### config.mk
export PLATFORM = sky130hd
export DESIGN_NAME = cfgrom_map
export DESIGN_NICKNAME = d
export VERILOG_FILES = /design/src/cfgrom_pkg.sv /design/src/cfgrom_map.sv /design/src/fail_capture.sv
export SDC_FILE = /design/constraint.sdc
export NUM_CORES = 1
export LEC_CHECK = 0
export ABC_AREA = 0
export BUFFER_PORTS_ARGS = -buffer_cell sky130_fd_sc_hd__buf_4
export CORE_UTILIZATION = 53
export DETAILED_ROUTE_END_ITERATION = 10
export GPL_ROUTABILITY_DRIVEN = 0
export HOLD_SLACK_MARGIN = 0.05
export PLACE_DENSITY = 0.8
export SLEW_MARGIN = 20
export SYNTH_ARGS = -nofsm -noshare
export SYNTH_HDL_FRONTEND = slang
export SYNTH_SLANG_ARGS = --single-unit
export TNS_END_PERCENT = 30
### constraint.sdc
create_clock -name MCLK -period 8.7 [get_ports MCLK]
set_clock_uncertainty 0.15 [all_clocks]
set_input_delay 2.61 -clock MCLK [delete_from_list [all_inputs] [get_ports MCLK]]
set_output_delay 2.61 -clock MCLK [all_outputs]
set_load 0.03 [all_outputs]
### src/cfgrom_pkg.sv
// package: register map, field layout and carrier types for the config-rom map block
`default_nettype none
package cfgrom_pkg;

   // ----------------------------------------------------------------
   // register offsets (byte addresses)
   // ----------------------------------------------------------------
   localparam logic [7:0]  OFF_ROM_BASE   = 8'h34;
   localparam logic [7:0]  OFF_FAIL_LOW   = 8'h38;
   localparam logic [7:0]  OFF_FAIL_HIGH  = 8'h3c;
   localparam logic [7:0]  OFF_CONTROL    = 8'h44;
   localparam logic [7:0]  OFF_STATUS     = 8'h48;

   // ----------------------------------------------------------------
   // fields and reset values
   // ----------------------------------------------------------------
   localparam int          BASE_LSB       = 10;
   localparam logic [31:0] BASE_MASK      = 32'hffff_fc00;
   localparam logic [31:0] ROM_BASE_RST   = 32'h0000_0000;
   localparam logic [31:0] CAPTURE_RST    = 32'h0000_0000;
   localparam int          CTRL_VALID_BIT = 31;
   localparam int          STAT_SEEN_BIT  = 0;
   localparam int          ID_NODE_LSB    = 16;
   localparam int          ID_BUS_LSB     = 22;

   // ----------------------------------------------------------------
   // configuration rom window on the 1394 side
   // ----------------------------------------------------------------
   localparam logic [47:0] ROM_WIN_FIRST  = 48'hffff_f000_0400;
   localparam logic [47:0] ROM_WIN_LAST   = 48'hffff_f000_07ff;

   // ----------------------------------------------------------------
   // carriers
   // ----------------------------------------------------------------
   typedef struct packed {
      logic        quadlet;
      logic [47:0] offset;
   } rd_req_t;

   typedef struct packed {
      logic [9:0]  bus_num;
      logic [5:0]  node_num;
      logic [47:0] offset;
   } fail_info_t;

   typedef enum logic [1:0] {
      BUS_IDLE = 2'b00,
      BUS_ACK  = 2'b01
   } bus_state_t;

endpackage : cfgrom_pkg
`default_nettype wire

### src/cfgrom_map.sv
// config-rom window mapping and posted-write failure capture registers
//
// Operation
// - window quadlet read maps to base plus offset
// - software writes base in bits 31..10
// - base bits 9..0 always read zero
// - failed posted write loads capture registers
// - low capture holds offset bits 31..0
// - high capture bits 15..0 hold offset top
// - requester bus and node in upper half
// - bus reset leaves base alone unless valid
`default_nettype none
module cfgrom_map
   import cfgrom_pkg::*;
(
   // clock and reset
   input  wire logic        MCLK,
   input  wire logic        RST,
   // avalon-mm slave
   input  wire logic [7:0]  AVS_ADDRESS,
   input  wire logic        AVS_READ,
   input  wire logic        AVS_WRITE,
   input  wire logic [31:0] AVS_WRITEDATA,
   input  wire logic [3:0]  AVS_BYTEENABLE,
   output logic      [31:0] AVS_READDATA,
   output logic             AVS_WAITREQUEST,
   // read requests from the 1394 side
   input  wire logic        RD_REQ_VALID,
   input  wire rd_req_t     RD_REQ,
   output logic             ROM_RD_VALID,
   output logic      [31:0] ROM_RD_ADDR,
   output logic             ROM_RD_MISS,
   // link events
   input  wire logic        BUS_RESET,
   input  wire logic        FAIL_VALID,
   input  wire fail_info_t  FAIL_INFO,
   // status
   output logic             ROM_IMAGE_VALID
);

   // ----------------------------------------------------------------
   // helpers
   // ----------------------------------------------------------------
   function automatic logic [31:0] be_merge(input logic [31:0] old_val,
                                            input logic [31:0] new_val,
                                            input logic [3:0]  be);
      logic [31:0] res;
      res = old_val;
      for (int i = 0; i < 4; i++) begin
         if (be[i]) begin
            res[i*8 +: 8] = new_val[i*8 +: 8];
         end
      end
      return res;
   endfunction : be_merge

   function automatic logic in_rom_window(input logic [47:0] off);
      return (off >= ROM_WIN_FIRST) && (off <= ROM_WIN_LAST);
   endfunction : in_rom_window

   // ----------------------------------------------------------------
   // declarations
   // ----------------------------------------------------------------
   bus_state_t  bus_state;
   bus_state_t  next_bus_state;
   logic        next_waitreq;
   logic [31:0] next_readdata;

   logic [31:0] rom_window_host_base;
   logic [31:0] next_rom_window_host_base;
   logic [31:0] base_shadow;
   logic [31:0] next_base_shadow;
   logic        rom_image_valid;
   logic        next_rom_image_valid;
   logic        capture_seen;
   logic        next_capture_seen;

   logic        next_rd_valid;
   logic [31:0] next_rd_addr;
   logic        next_rd_miss;

   logic [31:0] failed_offset_low;
   logic [31:0] failed_offset_high;

   logic        bus_req;
   logic        wr_take;
   logic [31:0] rd_mux;

   assign bus_req = AVS_READ || AVS_WRITE;
   // a write takes effect on the edge where the master sees waitrequest low
   assign wr_take = AVS_WRITE && (bus_state == BUS_ACK);

   // ----------------------------------------------------------------
   // read data selection
   // ----------------------------------------------------------------
   always_comb begin
      case (AVS_ADDRESS)
         OFF_ROM_BASE:  rd_mux = rom_window_host_base & BASE_MASK;
         OFF_FAIL_LOW:  rd_mux = failed_offset_low;
         OFF_FAIL_HIGH: rd_mux = failed_offset_high;
         OFF_CONTROL:   rd_mux = {rom_image_valid, 31'h0000_0000};
         OFF_STATUS:    rd_mux = {31'h0000_0000, capture_seen};
         default:       rd_mux = 32'h0000_0000;
      endcase
   end

   // ----------------------------------------------------------------
   // avalon slave: one wait cycle on every access
   // ----------------------------------------------------------------
   always_comb begin
      next_bus_state = bus_state;
      next_waitreq   = 1'b1;
      next_readdata  = AVS_READDATA;
      case (bus_state)
         BUS_IDLE: begin
            if (bus_req) begin
               next_bus_state = BUS_ACK;
               next_waitreq   = 1'b0;
               // a write leaves the last read data standing
               if (AVS_READ) begin
                  next_readdata = rd_mux;
               end
            end
         end
         BUS_ACK: begin
            next_bus_state = BUS_IDLE;
         end
         default: begin
            next_bus_state = BUS_IDLE;
         end
      endcase
   end

   always_ff @(posedge MCLK or posedge RST) begin
      if (RST) begin
         bus_state       <= BUS_IDLE;
         AVS_WAITREQUEST <= 1'b1;
         AVS_READDATA    <= 32'h0000_0000;
      end else begin
         bus_state       <= next_bus_state;
         AVS_WAITREQUEST <= next_waitreq;
         AVS_READDATA    <= next_readdata;
      end
   end

   // ----------------------------------------------------------------
   // mapping base, control and status
   // ----------------------------------------------------------------
   // writes land in a shadow; with the image valid the live base only
   // follows the shadow at a bus reset, so remote reads see a stable map
   always_comb begin
      next_base_shadow          = base_shadow;
      next_rom_window_host_base = rom_window_host_base;
      next_rom_image_valid      = rom_image_valid;
      next_capture_seen         = capture_seen;
      if (wr_take && AVS_ADDRESS == OFF_ROM_BASE) begin
         next_base_shadow = be_merge(base_shadow, AVS_WRITEDATA, AVS_BYTEENABLE) & BASE_MASK;
         if (!rom_image_valid) begin
            next_rom_window_host_base = next_base_shadow;
         end
      end
      if (BUS_RESET && rom_image_valid) begin
         next_rom_window_host_base = next_base_shadow;
      end
      if (wr_take && AVS_ADDRESS == OFF_CONTROL && AVS_BYTEENABLE[3]) begin
         next_rom_image_valid = AVS_WRITEDATA[CTRL_VALID_BIT];
      end
      if (wr_take && AVS_ADDRESS == OFF_STATUS && AVS_BYTEENABLE[0]
          && AVS_WRITEDATA[STAT_SEEN_BIT]) begin
         next_capture_seen = 1'b0;
      end
      // a failure in the clearing cycle still leaves the flag set
      if (FAIL_VALID) begin
         next_capture_seen = 1'b1;
      end
   end

   always_ff @(posedge MCLK or posedge RST) begin
      if (RST) begin
         base_shadow          <= ROM_BASE_RST;
         rom_window_host_base <= ROM_BASE_RST;
         rom_image_valid      <= 1'b0;
         capture_seen         <= 1'b0;
         ROM_IMAGE_VALID      <= 1'b0;
      end else begin
         base_shadow          <= next_base_shadow;
         rom_window_host_base <= next_rom_window_host_base;
         rom_image_valid      <= next_rom_image_valid;
         capture_seen         <= next_capture_seen;
         ROM_IMAGE_VALID      <= next_rom_image_valid;
      end
   end

   // ----------------------------------------------------------------
   // remote read mapping
   // ----------------------------------------------------------------
   // only quadlet reads are mapped; block reads take another path
   always_comb begin
      next_rd_valid = 1'b0;
      next_rd_miss  = 1'b0;
      next_rd_addr  = ROM_RD_ADDR;
      if (RD_REQ_VALID) begin
         if (RD_REQ.quadlet && in_rom_window(RD_REQ.offset)) begin
            next_rd_valid = 1'b1;
            next_rd_addr  = rom_window_host_base + {22'h00_0000, RD_REQ.offset[9:0]};
         end else begin
            next_rd_miss = 1'b1;
         end
      end
   end

   always_ff @(posedge MCLK or posedge RST) begin
      if (RST) begin
         ROM_RD_VALID <= 1'b0;
         ROM_RD_MISS  <= 1'b0;
         ROM_RD_ADDR  <= 32'h0000_0000;
      end else begin
         ROM_RD_VALID <= next_rd_valid;
         ROM_RD_MISS  <= next_rd_miss;
         ROM_RD_ADDR  <= next_rd_addr;
      end
   end

   // ----------------------------------------------------------------
   // failure capture
   // ----------------------------------------------------------------
   fail_capture u_fail_capture (
      .clk         (MCLK),
      .rst         (RST),
      .fail_valid  (FAIL_VALID),
      .fail_info   (FAIL_INFO),
      .offset_low  (failed_offset_low),
      .source_high (failed_offset_high)
   );
endmodule : cfgrom_map
`default_nettype wire

### src/fail_capture.sv
// failed posted-write capture pair
`default_nettype none
module fail_capture
   import cfgrom_pkg::*;
(
   // clock and reset
   input  wire logic        clk,
   input  wire logic        rst,
   // failure event
   input  wire logic        fail_valid,
   input  wire fail_info_t  fail_info,
   // captured words
   output var  logic [31:0] offset_low,
   output var  logic [31:0] source_high
);

   logic [31:0] next_offset_low;
   logic [31:0] next_source_high;

   // ----------------------------------------------------------------
   // capture
   // ----------------------------------------------------------------
   // both words load on the same edge, so a read never mixes failures
   always_comb begin
      next_offset_low  = offset_low;
      next_source_high = source_high;
      if (fail_valid) begin
         next_offset_low  = fail_info.offset[31:0];
         next_source_high = {fail_info.bus_num, fail_info.node_num,
                             fail_info.offset[47:32]};
      end
   end

   always_ff @(posedge clk or posedge rst) begin
      if (rst) begin
         offset_low  <= CAPTURE_RST;
         source_high <= CAPTURE_RST;
      end else begin
         offset_low  <= next_offset_low;
         source_high <= next_source_high;
      end
   end
endmodule : fail_capture
`default_nettype wire

==> impl_metrics.json <==
{
  "crit_cells": 6,
  "cpMaxStageDelayCell": "nand2_1",
  "die_area_um2": 17870,
  "p_clk_frac": 0.399,
  "crit_family": "simple AND/OR/NAND/NOR gates",
  "fin_util": 0.6899,
  "seq_power_share": 0.516,
  "grt_pass1_wl_um": 37650,
  "final.setup.tns_ns": 0,
  "core-area_um2": 16760,
  "netlist_instances": 801,
  "start_util": 0.5484,
  "critPathCapture": "rom_window_host_base[18]$_DFFE_PP0P_",
  "final_common_cell": "buf_4",
  "hp-class": "reg -> reg",
  "num_rows": 47,
  "path_buf_inv": 1,
  "ys_seq_elements": 198,
  "reg2reg_slack_ns": 5.95,
  "rsz0062_at_grt": "no",
  "hold_viol_final": 0,
  "fmax_mhz": 204.5,
  "startpoint_type": "input pin",
  "wl_per_cell_um": 18.68,
  "track_usage": 0.2756,
  "hpwl_um": 16640,
  "cts_tree": "done",
  "cts.clk_slew.worst_paths_ns": 0.07,
  "async_flop_share": 1.000,
  "drive_above_1_share": 0.3760,
  "ir_drop_v": 0.0001376,
  "synthesis.nets": 976,
  "crit_type": "in -> reg",
  "nets": 1180,
  "worstHoldStart": "bus_state[0]$_DFFE_PP0P_",
  "cp_data_arrival_time_ns": 5.05,
  "outcome": "finished clean",
  "critPathCaptureType": "register",
  "crit_start": "AVS_ADDRESS[3]",
  "p_sw_mw": 0.4368,
  "power.leakage_nw": 5.327,
  "cts_setup_buffers": 0,
  "yosys_warnings": 0,
  "crit_fanout": 22,
  "drtAntennaViolNets": 0,
  "ys_types": 66,
  "synth_top_cell_by_area": "dfrtp_1",
  "synth_area_leaders": "dfrtp_1, mux2_2, nand2_1, o21ai_0, a21oi_1",
  "pin_count": 232,
  "reg2reg_depth": 8,
  "synth-edff-count": 0,
  "ys.flop_type": "dfrtp_1",
  "antenna_cells": 0,
  "vias": 7080,
  "post-place-ws_ns": 3.371,
  "cts_resized": 0,
  "path_cells": "buf_4, nor4b_4, and3_4, nand2b_1, nand2_1, mux2_2",
  "clk_latency_ns": 0.43,
  "tightestPinTransition_ns": 1.101,
  "setup_violations": 0,
  "final_cell_mix": "buf_4, dfrtp_1, nand2_1",
  "swShare": 0.2256,
  "wl_um": 23090,
  "grt_overflow": 0,
  "die_w_um": 133.7,
  "syn2layout_area_growth_pct": 25.80,
  "via_per_inst": 5.728,
  "cts_hold_buffers": 0,
  "grt_pass1_vias": 7324,
  "syn_avg_cell_area_um2": 11.47,
  "clockBufferDepth": 2,
  "drv_slew": 0,
  "drt_iter0_markers": 451,
  "max_stage_delay_ns": 0.67,
  "synth_area_um2": 9191,
  "yosysTopAreaCellShare": 0.5363,
  "finalNonFillerCells": 1236,
  "drv_cap": 0,
  "place_inst": 1206,
  "die_y_um": 133.7,
  "fin_crit_sh": 0.5620,
  "setup_slack_ns": 3.811,
  "intPower_mw": 1.500,
  "required_ns": 8.87,
  "power_frac_comb": 0.085,
  "powerDensity_nw_per_um2": 167.5,
  "root_buffer": "clkbuf_16",
  "r2r_start": "rom_window_host_base[0]$_DFFE_PP0P_",
  "h-tree-depth": 4,
  "dr.pass1.iters": 5,
  "post-route-min-period_ns": 4.889,
  "grt_max_degree": 127,
  "clkSinkCount": 198,
  "drc_errors": 0,
  "maxSlewHeadroom": 0.2621,
  "ys_seq_area_frac": 0.5392,
  "antenna_found_initial": 0,
  "io_buffers": 222,
  "r2r_end": "ROM_RD_ADDR[22]$_DFFE_PP0P_",
  "cts_buffers": 17
}
[cell families after synthesis]
kind of cell | count (synthesis) | synth area share
flops | 198 | 0.5392
xor+xnor | 19 | 0.01811
fa+ha+maj | 11 | 0.01579
mux | 102 | 0.1256
compound gates | 191 | 0.1386
simple gates | 227 | 0.1360
buf+inv | 53 | 0.02668
[cell type report]
class	instances	area, µm²
fillers	1276	5197
flip-flops and latches	198	4956
repair buffers	229	1719
well taps	220	275.3
multi-input cells	550	3996
inverters	9	41.29
clock buffers	22	474.2
clock inverters	8	100.1
[metal layers]
metal,vias up,share of wire,global-route usage
met5,-,0,0
li1,3318,-,-
met4,0,0.022,0.1042
met2,261,0.48,0.4473
met3,35,0.083,0.08219
met1,3466,0.42,0.3485
[registers in the layout (all words and copies together), names as in the netlist]
| signal | count |
|---|---|
| AVS_READDATA | 32 |
| AVS_WAITREQUEST | 1 |
| ROM_RD_ADDR | 32 |
| ROM_RD_MISS | 1 |
| ROM_RD_VALID | 1 |
| base_shadow | 32 |
| bus_state | 1 |
| capture_seen | 1 |
| rom_image_valid | 1 |
| rom_window_host_base | 32 |
| u_fail_capture.offset_low | 32 |
| u_fail_capture.source_high | 32 |
[stage by stage]
step / cell area (µm²) / power, mW / hold slack (ns)
2_1_floorplan: 9191 / 1.090 / 0.2695
3_3_place_gp: 10990 / 1.176 / 0.2816
3_5_place_dp: 10990 / 1.183 / 0.3163
4_1_cts: 11560 / 1.948 / 0.3305
5_1_grt: 11560 / 2.009 / 0.3381
6_report: 11560 / 1.936 / 0.3262
[synth_stat cells (3+ instances only)]
cell      number
nor3_1         7
o31ai_1       10
ha_1          10
and3_1         7
clkbuf_1      28
mux2i_1       10
nand2_1       92
o211ai_1       3
nor2_1        20
a21o_1         5
and2_1         3
a22o_1        21
a21oi_1       40
nand2b_1       5
dfrtp_1      197
a31oi_1        8
nand3_1       10
buf_4          3
mux2_4         5
nand4_1       12
o221a_2       10
a22oi_1       11
buf_6          3
o22ai_1        3
xnor2_1       13
nor2b_1       31
xor2_1         6
o21ai_1       10
a211o_1       10
buf_2         10
mux2_2        87
nor3b_1        6
inv_1          9
or4_1          9
o21ai_0       49
[how the worst min path moves through the flow]
stage | to | cells past startpoint
floorplan | bus_state[0]$_DFFE_PP0P_ | 1
global placement | bus_state[0]$_DFFE_PP0P_ | 1
detailed placement | base_shadow[20]$_DFF_PP0_ | 1
CTS | bus_state[0]$_DFFE_PP0P_ | 1
global route | bus_state[0]$_DFFE_PP0P_ | 1
finish | bus_state[0]$_DFFE_PP0P_ | 1
[worst register-to-register path, stage by stage, from the launching register on]
cell and delay (ns):
dfrtp_1 0.40, ha_1 0.22, fa_1 0.40, a21o_1 0.21, a221oi_2 0.35, o221a_2 0.46
nor3_1 0.13, xnor2_1 0.19, o21ai_0 0.10
[power groups by stage]
stage                     clock, mW  sequential (mW)  combinational (mW)
after global routing          0.823             1.00               0.181
final                         0.772            0.999               0.166
after CTS                     0.782            0.999               0.168
after floorplan                   0             1.00              0.0877
after global placement            0             1.01               0.162
after detailed placement          0             1.02               0.167
(Power assumes the default switching activity.)
